$ cat src/annp_defines.vh
`ifndef ANNP_DEFINES_VH
`define ANNP_DEFINES_VH

// Register offsets on the management bus
`define ANNP_OFS_EXPANSION       5'h06
`define ANNP_OFS_NP_TX           5'h07
`define ANNP_OFS_NP_RX           5'h08

// Expansion status fields
`define ANNP_EXP_PAR_FAULT       4
`define ANNP_EXP_LP_NP_ABLE      3
`define ANNP_EXP_NP_ABLE         2
`define ANNP_EXP_PAGE_RX         1
`define ANNP_EXP_LP_AN_ABLE      0

// Next-page word fields (transmit and received share the layout)
`define ANNP_NP_MORE             15
`define ANNP_NP_RSVD             14
`define ANNP_NP_MSG              13
`define ANNP_NP_ACK2             12
`define ANNP_NP_TOGGLE           11
`define ANNP_NP_CODE_HI          10
`define ANNP_NP_CODE_LO          0

// Reset values
`define ANNP_NP_TX_RST           16'h2001
`define ANNP_NP_RX_RST           16'h0000
`define ANNP_NP_LOCAL_ABLE       1'b1

// Management frame
`define ANNP_PRE_ONES            6'd32
`define ANNP_OP_READ             2'b10
`define ANNP_OP_WRITE            2'b01
`define ANNP_HDR_BITS            4'd12
`define ANNP_DATA_LAST           4'd15

`endif

$ cat src/annp_lh_bit.v
`timescale 1ns/100ps
`include "annp_defines.vh"

module annp_lh_bit (
  input  wire sys_clk_in,
  input  wire rst_n_in,
  input  wire ce_in,
  input  wire set_in,
  input  wire rd_clr_in,
  output wire q_out
);

  reg  q_ff;
  wire nxt_q;

  // Set wins over the read clear, so a condition still present survives the read
  assign nxt_q = set_in | (q_ff & ~rd_clr_in);

  always @(posedge sys_clk_in) begin
    if (!rst_n_in) begin
      q_ff <= 1'b0;
    end else if (ce_in) begin
      q_ff <= nxt_q;
    end
  end

  assign q_out = q_ff;

endmodule // annp_lh_bit

$ cat src/annp_regs.v
// Notes on behaviour
// RL1 - Page-received and parallel-fault status bits set on their events and latch high.
// RL2 - Read-only expansion bit shows partner next-page ability; zero after reset.
// RL3 - Read-only expansion bit shows local next-page support; reads one always.
// RL4 - Manager writes more, message and ack2 flags; partner flags readable only.
// RL5 - Toggle bit 11 is read-only in both words, following previous code word.
// RL6 - Transmit code field bits 10..0 writable, reset 001; received field read-only.
// RL7 - Latched-high bits clear after a management read unless condition persists.
`timescale 1ns/100ps
`include "annp_defines.vh"

module annp_regs (
  input  wire        sys_clk_in,
  input  wire        rst_n_in,
  input  wire        ce_in,
  input  wire [4:0]  phy_addr_in,
  input  wire        mdc_in,
  input  wire        mdio_in,
  output wire        mdio_out,
  output wire        mdio_oe_n_out,
  input  wire        page_rx_evt_in,
  input  wire        par_fault_in,
  input  wire        lp_np_able_in,
  input  wire        lp_an_able_in,
  input  wire        lp_np_load_in,
  input  wire [15:0] lp_np_word_in,
  input  wire        np_tx_sent_in,
  output wire [15:0] np_tx_word_out,
  output wire        np_tx_written_out
);

  localparam [2:0] ST_PRE  = 3'd0;
  localparam [2:0] ST_SOF  = 3'd1;
  localparam [2:0] ST_HDR  = 3'd2;
  localparam [2:0] ST_TA   = 3'd3;
  localparam [2:0] ST_DATA = 3'd4;

  // Reset word held at full width so each field takes its own slice of it
  localparam [15:0] TX_RST = `ANNP_NP_TX_RST;

  reg  [2:0]  state_ff;
  reg  [5:0]  ones_ff;
  reg  [3:0]  cnt_ff;
  reg  [11:0] hdr_ff;
  reg  [15:0] shift_ff;
  reg         is_rd_ff;
  reg         is_wr_ff;
  reg         mdc_d_ff;
  reg         mdio_out_ff;
  reg         mdio_oe_n_ff;
  reg         rd_stb_ff;
  reg         wr_stb_ff;
  reg  [4:0]  reg_addr_ff;
  reg  [15:0] wr_data_ff;
  reg  [15:0] rd_data_ff;

  reg         tx_more_ff;
  reg         tx_msg_ff;
  reg         tx_ack2_ff;
  reg         tx_toggle_ff;
  reg  [10:0] tx_code_ff;
  reg  [15:0] rx_word_ff;
  reg         lp_np_able_ff;
  reg         lp_an_able_ff;
  reg         tx_written_ff;

  wire        mdc_rise;
  wire        page_rx_q;
  wire        par_fault_q;
  wire        exp_rd_clr;
  wire [15:0] exp_word;
  wire [15:0] tx_word;
  wire [15:0] rx_word;
  wire [15:0] hdr_next;
  wire        hdr_read;
  wire        hdr_write;
  wire        hdr_mine;

  function [15:0] annp_rd_mux;
    input [4:0]  addr;
    input [15:0] exp_w;
    input [15:0] tx_w;
    input [15:0] rx_w;
    begin
      case (addr)
        `ANNP_OFS_EXPANSION: annp_rd_mux = exp_w;
        `ANNP_OFS_NP_TX:     annp_rd_mux = tx_w;
        `ANNP_OFS_NP_RX:     annp_rd_mux = rx_w;
        default:             annp_rd_mux = 16'h0000;
      endcase
    end
  endfunction

  // MDC is sampled like any synchronous input; only its rising edge matters
  assign mdc_rise = mdc_in & ~mdc_d_ff;
  assign hdr_next = {4'h0, hdr_ff[10:0], mdio_in};
  assign hdr_read  = (hdr_next[11:10] == `ANNP_OP_READ);
  assign hdr_write = (hdr_next[11:10] == `ANNP_OP_WRITE);
  assign hdr_mine  = (hdr_next[9:5] == phy_addr_in);

  always @(posedge sys_clk_in) begin
    if (!rst_n_in) begin
      state_ff     <= ST_PRE;
      ones_ff      <= 6'd0;
      cnt_ff       <= 4'd0;
      hdr_ff       <= 12'h000;
      shift_ff     <= 16'h0000;
      is_rd_ff     <= 1'b0;
      is_wr_ff     <= 1'b0;
      mdc_d_ff     <= 1'b0;
      mdio_out_ff  <= 1'b1;
      mdio_oe_n_ff <= 1'b1;
      rd_stb_ff    <= 1'b0;
      wr_stb_ff    <= 1'b0;
      reg_addr_ff  <= 5'h00;
      wr_data_ff   <= 16'h0000;
    end else if (ce_in) begin
      mdc_d_ff  <= mdc_in;
      rd_stb_ff <= 1'b0;
      wr_stb_ff <= 1'b0;
      if (mdc_rise) begin
        case (state_ff)
          ST_PRE: begin
            if (mdio_in) begin
              if (ones_ff != `ANNP_PRE_ONES) begin
                ones_ff <= ones_ff + 6'd1;
              end
            end else if (ones_ff == `ANNP_PRE_ONES) begin
              state_ff <= ST_SOF;
            end else begin
              ones_ff <= 6'd0;
            end
          end
          ST_SOF: begin
            ones_ff <= 6'd0;
            cnt_ff  <= 4'd0;
            state_ff <= mdio_in ? ST_HDR : ST_PRE;
          end
          ST_HDR: begin
            hdr_ff <= hdr_next[11:0];
            cnt_ff <= cnt_ff + 4'd1;
            if (cnt_ff == `ANNP_HDR_BITS - 4'd1) begin
              is_rd_ff    <= hdr_read & hdr_mine;
              is_wr_ff    <= hdr_write & hdr_mine;
              reg_addr_ff <= hdr_next[4:0];
              // Fetch early; a read of the expansion register also clears its latched-high bits
              rd_stb_ff   <= hdr_read & hdr_mine; // RL7
              cnt_ff      <= 4'd0;
              state_ff    <= ST_TA;
            end
          end
          ST_TA: begin
            if (cnt_ff == 4'd0) begin
              cnt_ff <= 4'd1;
              if (is_rd_ff) begin
                mdio_out_ff  <= 1'b0;
                mdio_oe_n_ff <= 1'b0;
                shift_ff     <= rd_data_ff;
              end
            end else begin
              cnt_ff <= 4'd0;
              state_ff <= ST_DATA;
              if (is_rd_ff) begin
                mdio_out_ff <= shift_ff[15];
                shift_ff    <= {shift_ff[14:0], 1'b0};
              end
            end
          end
          ST_DATA: begin
            cnt_ff     <= cnt_ff + 4'd1;
            wr_data_ff <= {wr_data_ff[14:0], mdio_in};
            if (cnt_ff == `ANNP_DATA_LAST) begin
              mdio_oe_n_ff <= 1'b1;
              mdio_out_ff  <= 1'b1;
              wr_stb_ff    <= is_wr_ff;
              ones_ff      <= 6'd0;
              state_ff     <= ST_PRE;
            end else if (is_rd_ff) begin
              mdio_out_ff <= shift_ff[15];
              shift_ff    <= {shift_ff[14:0], 1'b0};
            end
          end
          default: begin
            state_ff <= ST_PRE;
          end
        endcase
      end
    end
  end

  assign exp_rd_clr = rd_stb_ff & (reg_addr_ff == `ANNP_OFS_EXPANSION);

  annp_lh_bit u_page_rx (
    .sys_clk_in (sys_clk_in),
    .rst_n_in   (rst_n_in),
    .ce_in      (ce_in),
    .set_in     (page_rx_evt_in), // RL1
    .rd_clr_in  (exp_rd_clr),     // RL7
    .q_out      (page_rx_q)
  );

  annp_lh_bit u_par_fault (
    .sys_clk_in (sys_clk_in),
    .rst_n_in   (rst_n_in),
    .ce_in      (ce_in),
    .set_in     (par_fault_in),   // RL1
    .rd_clr_in  (exp_rd_clr),     // RL7
    .q_out      (par_fault_q)
  );

  assign exp_word = {11'h000,
                     par_fault_q,
                     lp_np_able_ff,         // RL2
                     `ANNP_NP_LOCAL_ABLE,   // RL3
                     page_rx_q,
                     lp_an_able_ff};

  // Reserved bit 14 reads zero; toggle is owned by the device, not the manager
  assign tx_word = {tx_more_ff, 1'b0, tx_msg_ff, tx_ack2_ff, tx_toggle_ff, tx_code_ff};
  assign rx_word = {rx_word_ff[15], 1'b0, rx_word_ff[13:0]};

  always @(posedge sys_clk_in) begin
    if (!rst_n_in) begin
      tx_more_ff    <= TX_RST[`ANNP_NP_MORE];
      tx_msg_ff     <= TX_RST[`ANNP_NP_MSG];
      tx_ack2_ff    <= TX_RST[`ANNP_NP_ACK2];
      tx_toggle_ff  <= TX_RST[`ANNP_NP_TOGGLE];
      tx_code_ff    <= TX_RST[`ANNP_NP_CODE_HI:`ANNP_NP_CODE_LO];
      rx_word_ff    <= `ANNP_NP_RX_RST;
      lp_np_able_ff <= 1'b0;
      lp_an_able_ff <= 1'b0;
      tx_written_ff <= 1'b0;
      rd_data_ff    <= 16'h0000;
    end else if (ce_in) begin
      lp_np_able_ff <= lp_np_able_in; // RL2
      lp_an_able_ff <= lp_an_able_in;
      tx_written_ff <= 1'b0;
      if (rd_stb_ff) begin
        rd_data_ff <= annp_rd_mux(reg_addr_ff, exp_word, tx_word, rx_word);
      end
      if (wr_stb_ff && reg_addr_ff == `ANNP_OFS_NP_TX) begin
        tx_more_ff    <= wr_data_ff[`ANNP_NP_MORE];                    // RL4
        tx_msg_ff     <= wr_data_ff[`ANNP_NP_MSG];                     // RL4
        tx_ack2_ff    <= wr_data_ff[`ANNP_NP_ACK2];                    // RL4
        tx_code_ff    <= wr_data_ff[`ANNP_NP_CODE_HI:`ANNP_NP_CODE_LO]; // RL6
        tx_written_ff <= 1'b1;
      end
      // Each sent page flips the toggle so the next word differs from the last
      if (np_tx_sent_in) begin
        tx_toggle_ff <= ~tx_toggle_ff; // RL5
      end
      // Partner word, toggle and code field come only from the link side
      if (lp_np_load_in) begin
        rx_word_ff <= lp_np_word_in; // RL4 RL5 RL6
      end
    end
  end

  assign mdio_out          = mdio_out_ff;
  assign mdio_oe_n_out     = mdio_oe_n_ff;
  assign np_tx_word_out    = tx_word;
  assign np_tx_written_out = tx_written_ff;

endmodule // annp_regs

$ cat config.mk
export PLATFORM = sky130hd
export DESIGN_NAME = annp_regs
export DESIGN_NICKNAME = d
export VERILOG_FILES = /design/src/annp_lh_bit.v /design/src/annp_regs.v
export VERILOG_INCLUDE_DIRS = /design/src
export SDC_FILE = /design/constraint.sdc
export NUM_CORES = 1
export LEC_CHECK = 0
export ABC_CLOCK_PERIOD_IN_PS = 3100
export BUFFER_PORTS_ARGS = -buffer_cell sky130_fd_sc_hd__buf_2
export CAP_MARGIN = 10
export CORE_ASPECT_RATIO = 0.6
export CORE_UTILIZATION = 49
export CTS_BUF_LIST = sky130_fd_sc_hd__clkbuf_16
export CTS_CLUSTER_DIAMETER = 150
export CTS_CLUSTER_SIZE = 24
export DETAILED_ROUTE_END_ITERATION = 12
export PLACE_DENSITY = 0.68
export SLEW_MARGIN = 20
export SYNTH_ARGS = -nofsm -noshare
export SYNTH_HDL_FRONTEND = slang
export SYNTH_HIERARCHICAL = 1
export SYNTH_SLANG_ARGS = --single-unit
$ cat constraint.sdc
create_clock -name sys_clk_in -period 3.1 [get_ports sys_clk_in]
set_input_delay 0.62 -clock sys_clk_in [delete_from_list [all_inputs] [get_ports sys_clk_in]]
set_output_delay 0.62 -clock sys_clk_in [all_outputs]
set_load 0.005 [all_outputs]
After elaboration in Yosys (flattened, before gate mapping)
Index checks and enable logic that the tools add are counted.
{"block": "word_totals", "reg_bits": 120, "latchBits": 0, "ramBits": 0, "mem_bits_ro": 0, "inputBits": 32, "out_inout_bits": 19, "wordCells": 119, "mem_count": 0}
{"block": "classes", "addsub": 2, "n_mul": 0, "div": 0, "magnitude_cmp": 0, "eq_ne": 25, "shift": 0, "mux": 36, "n_bitwise": 11, "n_reduce_logical": 19}
{"operator": "16-bit 2-to-1 mux", "count": 4}
{"operator": "16-bit case mux with 3 select lines", "count": 1}
{"operator": "16-bit case mux with 2 select lines", "count": 1}
{"operator": "6-bit 2-to-1 mux", "count": 4}
{"operator": "6-bit case mux with 3 select lines", "count": 1}
{"operator": "2-bit != test, second input constant", "count": 8}
{"operator": "4-bit case mux with 4 select lines", "count": 1}
{"operator": "3-bit 2-to-1 mux", "count": 5}
{"operator": "3-bit case mux with 5 select lines", "count": 1}
{"operator": "1-bit 2-to-1 mux", "count": 14}
{"operator": "6-bit AND reduction", "count": 2}
{"operator": "5-bit by 3-bit == test with 1-bit output, second input constant", "count": 2}
{"operator": "3-bit != test, second input constant", "count": 3}
{"operator": "3-bit AND reduction", "count": 3}
{"operator": "4-bit == test, second input constant", "count": 2}
{"operator": "2-bit AND reduction", "count": 4}
{"operator": "4-bit AND reduction", "count": 2}
{"operator": "7-bit AND reduction", "count": 1}
{"operator": "6-bit by 1-bit adder with 6-bit output, second input constant", "count": 1}
{"operator": "1-bit bitwise AND", "count": 6}
{"operator": "3-bit by 2-bit == test with 1-bit output, second input constant", "count": 2}
{"operator": "6-bit == test, second input constant", "count": 1}
{"operator": "6-bit != test, second input constant", "count": 1}
{"operator": "5-bit by 4-bit == test with 1-bit output, second input constant", "count": 1}
{"operator": "18 further kinds", "count": 22}

Longest topological paths before layout
{"block": "depth", "word_depth": 5, "depth_mapped": 7, "ltp_nobuf": 6}

Cells and area by module
The synthesis kept the hierarchy.
{"module": "annp_regs", "n_inst": 1, "cells_per_inst": 592, "area_each_um2": 5104.9, "seq_area_each_um2": 2322.2}
{"module": "annp_lh_bit", "n_inst": 2, "cells_per_inst": 4, "area_each_um2": 38.8, "seq_area_each_um2": 20.0}

Least setup slack after synthesis
Ideal clock, no wire load.
{"block": "synth_path", "kind": "input to register", "from": "input port ce_in", "to": "register hdr_ff[2]", "setup_ns": 0.128, "arrival_time_ns": 1.627, "required_ns": 2.972, "slack_ns": 1.345, "path_stages": 7, "n_path_buf": 3, "path_cell_list": "and3b_1 -> clkbuf_1 -> buf_2 -> nand2_1 -> buf_2 -> mux2i_1 -> nor2_1"}
{"block": "synth_between", "elab_chain_len": 1}
{"item": "start, declared", "line_no": "annp_regs.v:15", "rtl": "input wire ce_in,"}
{"item": "3-bit AND reduction (no source line)"}
{"item": "end signal, assigned", "line_no": "annp_regs.v:140", "rtl": "hdr_ff <= hdr_next[11:0];"}
{"item": "end, declared", "line_no": "annp_regs.v:44", "rtl": "reg [11:0] hdr_ff;"}
Every way passes these cells.
A chain may end at the register's enable or synchronous reset.

Final worst setup path
{"block": "layout_path", "from": "register state_ff[2]", "to": "register ones_ff[2]"}
{"block": "layout_between", "elab_chain_len": 3, "word_cells_on_any_way": 9, "classes_between": "eq/ne (5); mux (1); reduce/logical (3)"}
{"item": "start, declared", "line_no": "annp_regs.v:41", "rtl": "reg [2:0] state_ff;"}
{"item": "start signal, assigned", "line_no": "annp_regs.v:137", "rtl": "state_ff <= mdio_in ? ST_HDR : ST_PRE;"}
{"item": "3-bit == test, or another cell as far along", "line_no": "annp_regs.v:122", "rtl": "case (state_ff)"}
{"item": "2-bit != test (no source line), or another cell as far along"}
{"item": "6-bit AND reduction (no source line)"}
{"item": "end signal, assigned", "line_no": "annp_regs.v:126", "rtl": "ones_ff <= ones_ff + 6'd1;"}
{"item": "end, declared", "line_no": "annp_regs.v:42", "rtl": "reg [5:0] ones_ff;"}
Several ways; a longest one is shown, not always the timed one.

==> flow_results.xml <==
<?xml version="1.0" encoding="UTF-8"?>
<metrics>
  <group name="run_status">
    <metric name="run_status" unit="">finished clean</metric>
  </group>
  <group name="drt">
    <metric name="final_antenna_net_count" unit="">0</metric>
    <metric name="detail_route.wirelength" unit="mm">12.5</metric>
    <metric name="routed_wire_length_per_instance" unit="um">16.1</metric>
    <metric name="firstDrtPassIters" unit="">5</metric>
    <metric name="via_count" unit="">4431</metric>
    <metric name="drt_drc_violations_left" unit="">0</metric>
    <metric name="viasPerCell" unit="">5.71</metric>
    <metric name="first_iter_violations" unit="">429</metric>
  </group>
  <group name="cells_and_area">
    <metric name="synthToLayoutAreaGrowth" unit="%">16.6</metric>
    <metric name="nNetsFinal" unit="">664</metric>
    <metric name="final-seq-area" unit="sq mm">0.00236</metric>
    <metric name="final_layout_size_suffix_gt1_share" unit="%">17.2</metric>
    <metric name="layout.cells.most_common_list" unit="">sky130_fd_sc_hd__dfxtp_1, sky130_fd_sc_hd__nand2_1, sky130_fd_sc_hd__a21oi_1</metric>
    <metric name="multiInputGateArea" unit="sq mm">0.00256</metric>
    <metric name="num-fill-cells" unit="">849</metric>
    <metric name="number_of_inserted_diodes" unit="">0</metric>
    <metric name="final_common_cell" unit="">sky130_fd_sc_hd__dfxtp_1</metric>
  </group>
  <group name="placed_design">
    <metric name="numPortBuffers" unit="">48</metric>
    <metric name="place_worst_setup_slack" unit="ns">0.718</metric>
    <metric name="gp_congestion" unit="">0.840</metric>
    <metric name="dpl_hpwl" unit="mm">8.24</metric>
  </group>
  <group name="cts">
    <metric name="tritoncts" unit="">done</metric>
    <metric name="ctsHtreeMaxLevel" unit="">4</metric>
    <metric name="numCtsBuffers" unit="">17</metric>
    <metric name="clock_sinks" unit="">118</metric>
    <metric name="clk_transition_reported_paths" unit="ns">0.06</metric>
    <metric name="cts-root-to-sink-buffers" unit="">2</metric>
    <metric name="post_cts.repair.setup_buffers" unit="">0</metric>
    <metric name="clock-root-buffer" unit="">sky130_fd_sc_hd__clkbuf_16</metric>
    <metric name="number_of_buffers_added_to_fix_hold_violations_after_cts" unit="">0</metric>
    <metric name="cts_resized" unit="">0</metric>
    <metric name="clk-insertion-delay-late" unit="ns">0.41</metric>
  </group>
  <group name="floorplanning">
    <metric name="die_extent_in_x" unit="um">135</metric>
    <metric name="die_area" unit="sq mm">0.0110</metric>
    <metric name="die_height" unit="um">81.7</metric>
    <metric name="std_cell_rows" unit="">28</metric>
    <metric name="initial_utilization" unit="%">51.5</metric>
    <metric name="io-pin-count" unit="">51</metric>
    <metric name="placeableCoreArea" unit="sq mm">0.0101</metric>
  </group>
  <group name="timing">
    <metric name="worst_pin_slew" unit="ns">0.901</metric>
    <metric name="clock-skew-final" unit="ns">0.00690</metric>
    <metric name="timing.setup.tns" unit="ns">0</metric>
    <metric name="period_share" unit="%">73.3</metric>
    <metric name="setup_slack" unit="ns">0.828</metric>
    <metric name="drv_slew" unit="">0</metric>
    <metric name="timing.slew.headroom" unit="%">39.8</metric>
    <metric name="report.final.setup_viol" unit="">0</metric>
    <metric name="fmax" unit="GHz">0.440</metric>
    <metric name="hold_violations_final" unit="">0</metric>
    <metric name="timing.final.crit_period" unit="ns">2.27</metric>
    <metric name="setup_repair_after_global_routing_missed_its_margin" unit="">no</metric>
  </group>
  <group name="logic_synthesis">
    <metric name="synth.lib_cells_used.distinct" unit="">63</metric>
    <metric name="synth_flop_cell" unit="">sky130_fd_sc_hd__dfxtp_1</metric>
    <metric name="ys_async_sr_fraction" unit="%">0</metric>
    <metric name="synth.avg_cell_area" unit="sq um">8.64</metric>
    <metric name="synth-seq-area-share" unit="%">45.6</metric>
    <metric name="synth-seq-cells" unit="">118</metric>
    <metric name="synth-edff-count" unit="">0</metric>
    <metric name="syn_nets" unit="">636</metric>
    <metric name="netlist_area" unit="sq mm">0.00518</metric>
    <metric name="yosys_warnings" unit="">6</metric>
    <metric name="post_synth_inst_count" unit="">600</metric>
  </group>
  <group name="power">
    <metric name="ir_drop" unit="uV">473</metric>
    <metric name="leakage" unit="nW">2.34</metric>
    <metric name="power-per-cell-area" unit="mW/mm^2">610</metric>
  </group>
  <group name="global_routing">
    <metric name="grt_pass1_wl" unit="mm">20.2</metric>
    <metric name="maximum_number_of_pins_on_one_net_before_global_route_repair" unit="">64</metric>
    <metric name="gr-total-overflow" unit="">0</metric>
    <metric name="initial_antenna_violation_count" unit="">0</metric>
    <metric name="first_global_vias" unit="">3957</metric>
    <metric name="grtUsageTotal" unit="%">24.0</metric>
  </group>
  <group name="job">
    <metric name="max_cap_violations" unit="">0</metric>
  </group>
  <group name="setup_path">
    <metric name="cp_max_fo" unit="">17</metric>
    <metric name="setup.worst_path.end_class" unit="">register</metric>
    <metric name="crit_path_start_kind" unit="">register</metric>
    <metric name="worstPathRequired" unit="ns">3.40</metric>
    <metric name="worst_ep_arrival_time" unit="ns">2.57</metric>
    <metric name="timing.setup.critical_path_class" unit="">reg2reg</metric>
  </group>
  <group name="min_path">
    <metric name="min-delay-path-class" unit="">in2reg</metric>
  </group>
</metrics>
cells in the mapped netlist, types with 2 or more instances:
cell type / number / area share, %
sky130_fd_sc_hd__buf_2: 13 / 1.3
sky130_fd_sc_hd__nand3b_1: 3 / 0.43
sky130_fd_sc_hd__a311oi_1: 7 / 1.2
sky130_fd_sc_hd__dfxtp_1: 118 / 46
sky130_fd_sc_hd__o211ai_1: 2 / 0.29
sky130_fd_sc_hd__xnor2_1: 3 / 0.51
sky130_fd_sc_hd__o21ai_0: 7 / 0.68
sky130_fd_sc_hd__a21oi_1: 66 / 6.4
sky130_fd_sc_hd__ha_1: 4 / 0.97
sky130_fd_sc_hd__xor2_1: 6 / 1.0
sky130_fd_sc_hd__o22ai_1: 4 / 0.48
sky130_fd_sc_hd__a311oi_2: 8 / 2.3
sky130_fd_sc_hd__a211oi_1: 3 / 0.43
sky130_fd_sc_hd__nor2_1: 53 / 3.8
sky130_fd_sc_hd__and3b_1: 3 / 0.51
sky130_fd_sc_hd__o31ai_1: 2 / 0.29
sky130_fd_sc_hd__a311o_1: 2 / 0.39
sky130_fd_sc_hd__nor3b_1: 4 / 0.58
sky130_fd_sc_hd__buf_4: 6 / 0.87
sky130_fd_sc_hd__and3_1: 5 / 0.60
sky130_fd_sc_hd__nand2b_1: 4 / 0.48
sky130_fd_sc_hd__a221oi_1: 14 / 2.4
sky130_fd_sc_hd__inv_1: 7 / 0.51
sky130_fd_sc_hd__mux2i_1: 30 / 5.8
sky130_fd_sc_hd__nand3_1: 15 / 1.4
sky130_fd_sc_hd__buf_6: 2 / 0.43
sky130_fd_sc_hd__a31oi_1: 2 / 0.24
sky130_fd_sc_hd__a31o_1: 2 / 0.34
sky130_fd_sc_hd__nor2b_1: 4 / 0.48
sky130_fd_sc_hd__nand4_1: 3 / 0.36
sky130_fd_sc_hd__clkbuf_1: 24 / 1.7
sky130_fd_sc_hd__nand4b_1: 2 / 0.34
sky130_fd_sc_hd__nor3b_2: 2 / 0.48
sky130_fd_sc_hd__nor3_1: 18 / 1.7
sky130_fd_sc_hd__mux2_2: 4 / 0.87
sky130_fd_sc_hd__and2_1: 3 / 0.36
sky130_fd_sc_hd__nand2_1: 117 / 8.5
sky130_fd_sc_hd__a32o_1: 3 / 0.58
critical path, cell delays in order, from the launching register on:
cell,delay (ns)
sky130_fd_sc_hd__dfxtp_1,0.66
sky130_fd_sc_hd__or3b_1,0.61
sky130_fd_sc_hd__nor3_4,0.45
sky130_fd_sc_hd__o22ai_1,0.15
sky130_fd_sc_hd__a32o_1,0.29
per-layer routing:
layer / up-vias / GRT usage [%] / wire (um)
li1: 2169 / - / -
met1: 2113 / 34.0 / 6190
met2: 136 / 35.1 / 5290
met3: 13 / 7.47 / 888
met4: 0 / 6.63 / 108
met5: - / 0 / 0
path summary, 6_finish.rpt:
path	startpoint	cells past startpoint	endpoint	slack (ns)
max	state_ff[2]$_SDFFE_PN0P_	4	ones_ff[2]$_SDFFE_PN0P_	0.83
min	lp_np_able_in	3	lp_np_able_ff$_SDFFE_PN0P_	0.45
max reg2reg	state_ff[2]$_SDFFE_PN0P_	4	ones_ff[2]$_SDFFE_PN0P_	0.83
min reg2reg	rx_word_ff[11]$_SDFFE_PN0P_	2	rx_word_ff[11]$_SDFFE_PN0P_	0.46
layout make-up:
class | count | share of cell area (%)
Timing Repair Buffer | 55 | 5.05
Inverter | 8 | 0.497
Clock inverter | 15 | 3.11
Tap cell | 135 | 2.80
Clock buffer | 17 | 7.04
Sequential cell | 118 | 39.1
Multi-Input combinational cell | 428 | 42.4
power by group:
group | switching (mW) | internal (mW)
registers | 0.00939 | 1.53
logic | 0.0746 | 0.0419
clock network | 0.695 | 1.33
total | 0.779 | 2.91
state kept, by name (all words and copies together) (netlist names), 3 cells and up:
register     count
reg_addr_ff      5
state_ff         3
rd_data_ff      15
cnt_ff           4
shift_ff        16
wr_data_ff      16
tx_code_ff      11
ones_ff          6
hdr_ff          11
rx_word_ff      15
logic make-up (layout without fill, tap and decap cells):
group                      after synthesis  in the layout  share of synthesized area, %
xor gates and xnor gates                 9              9                          1.52
buffers and inverters                   54             95                          4.95
adders and majority gates                4              4                         0.966
AOI/OAI and AO/OA                      131            131                          17.5
and+or+nand+nor                        249            249                          22.7
other                                    1              1                        0.0724
muxes                                   34             34                          6.66
DFF                                    118            118                          45.6
metrics by stage:
stage               hold slack, ns  power [mW]  instance area, sq um  std cells  util [%]
finish                       0.445        3.69                  6040        776      60.1
global placement             0.437        1.69                  5430        744      54.0
floorplan                    0.432        1.65                  5180        600         -
CTS                          0.437        3.70                  6040        776      60.1
detailed placement           0.450        1.69                  5430        744      54.0
global route                 0.451        3.79                  6040        776      60.1
No activity file was read; power rests on OpenSTA's default activity.
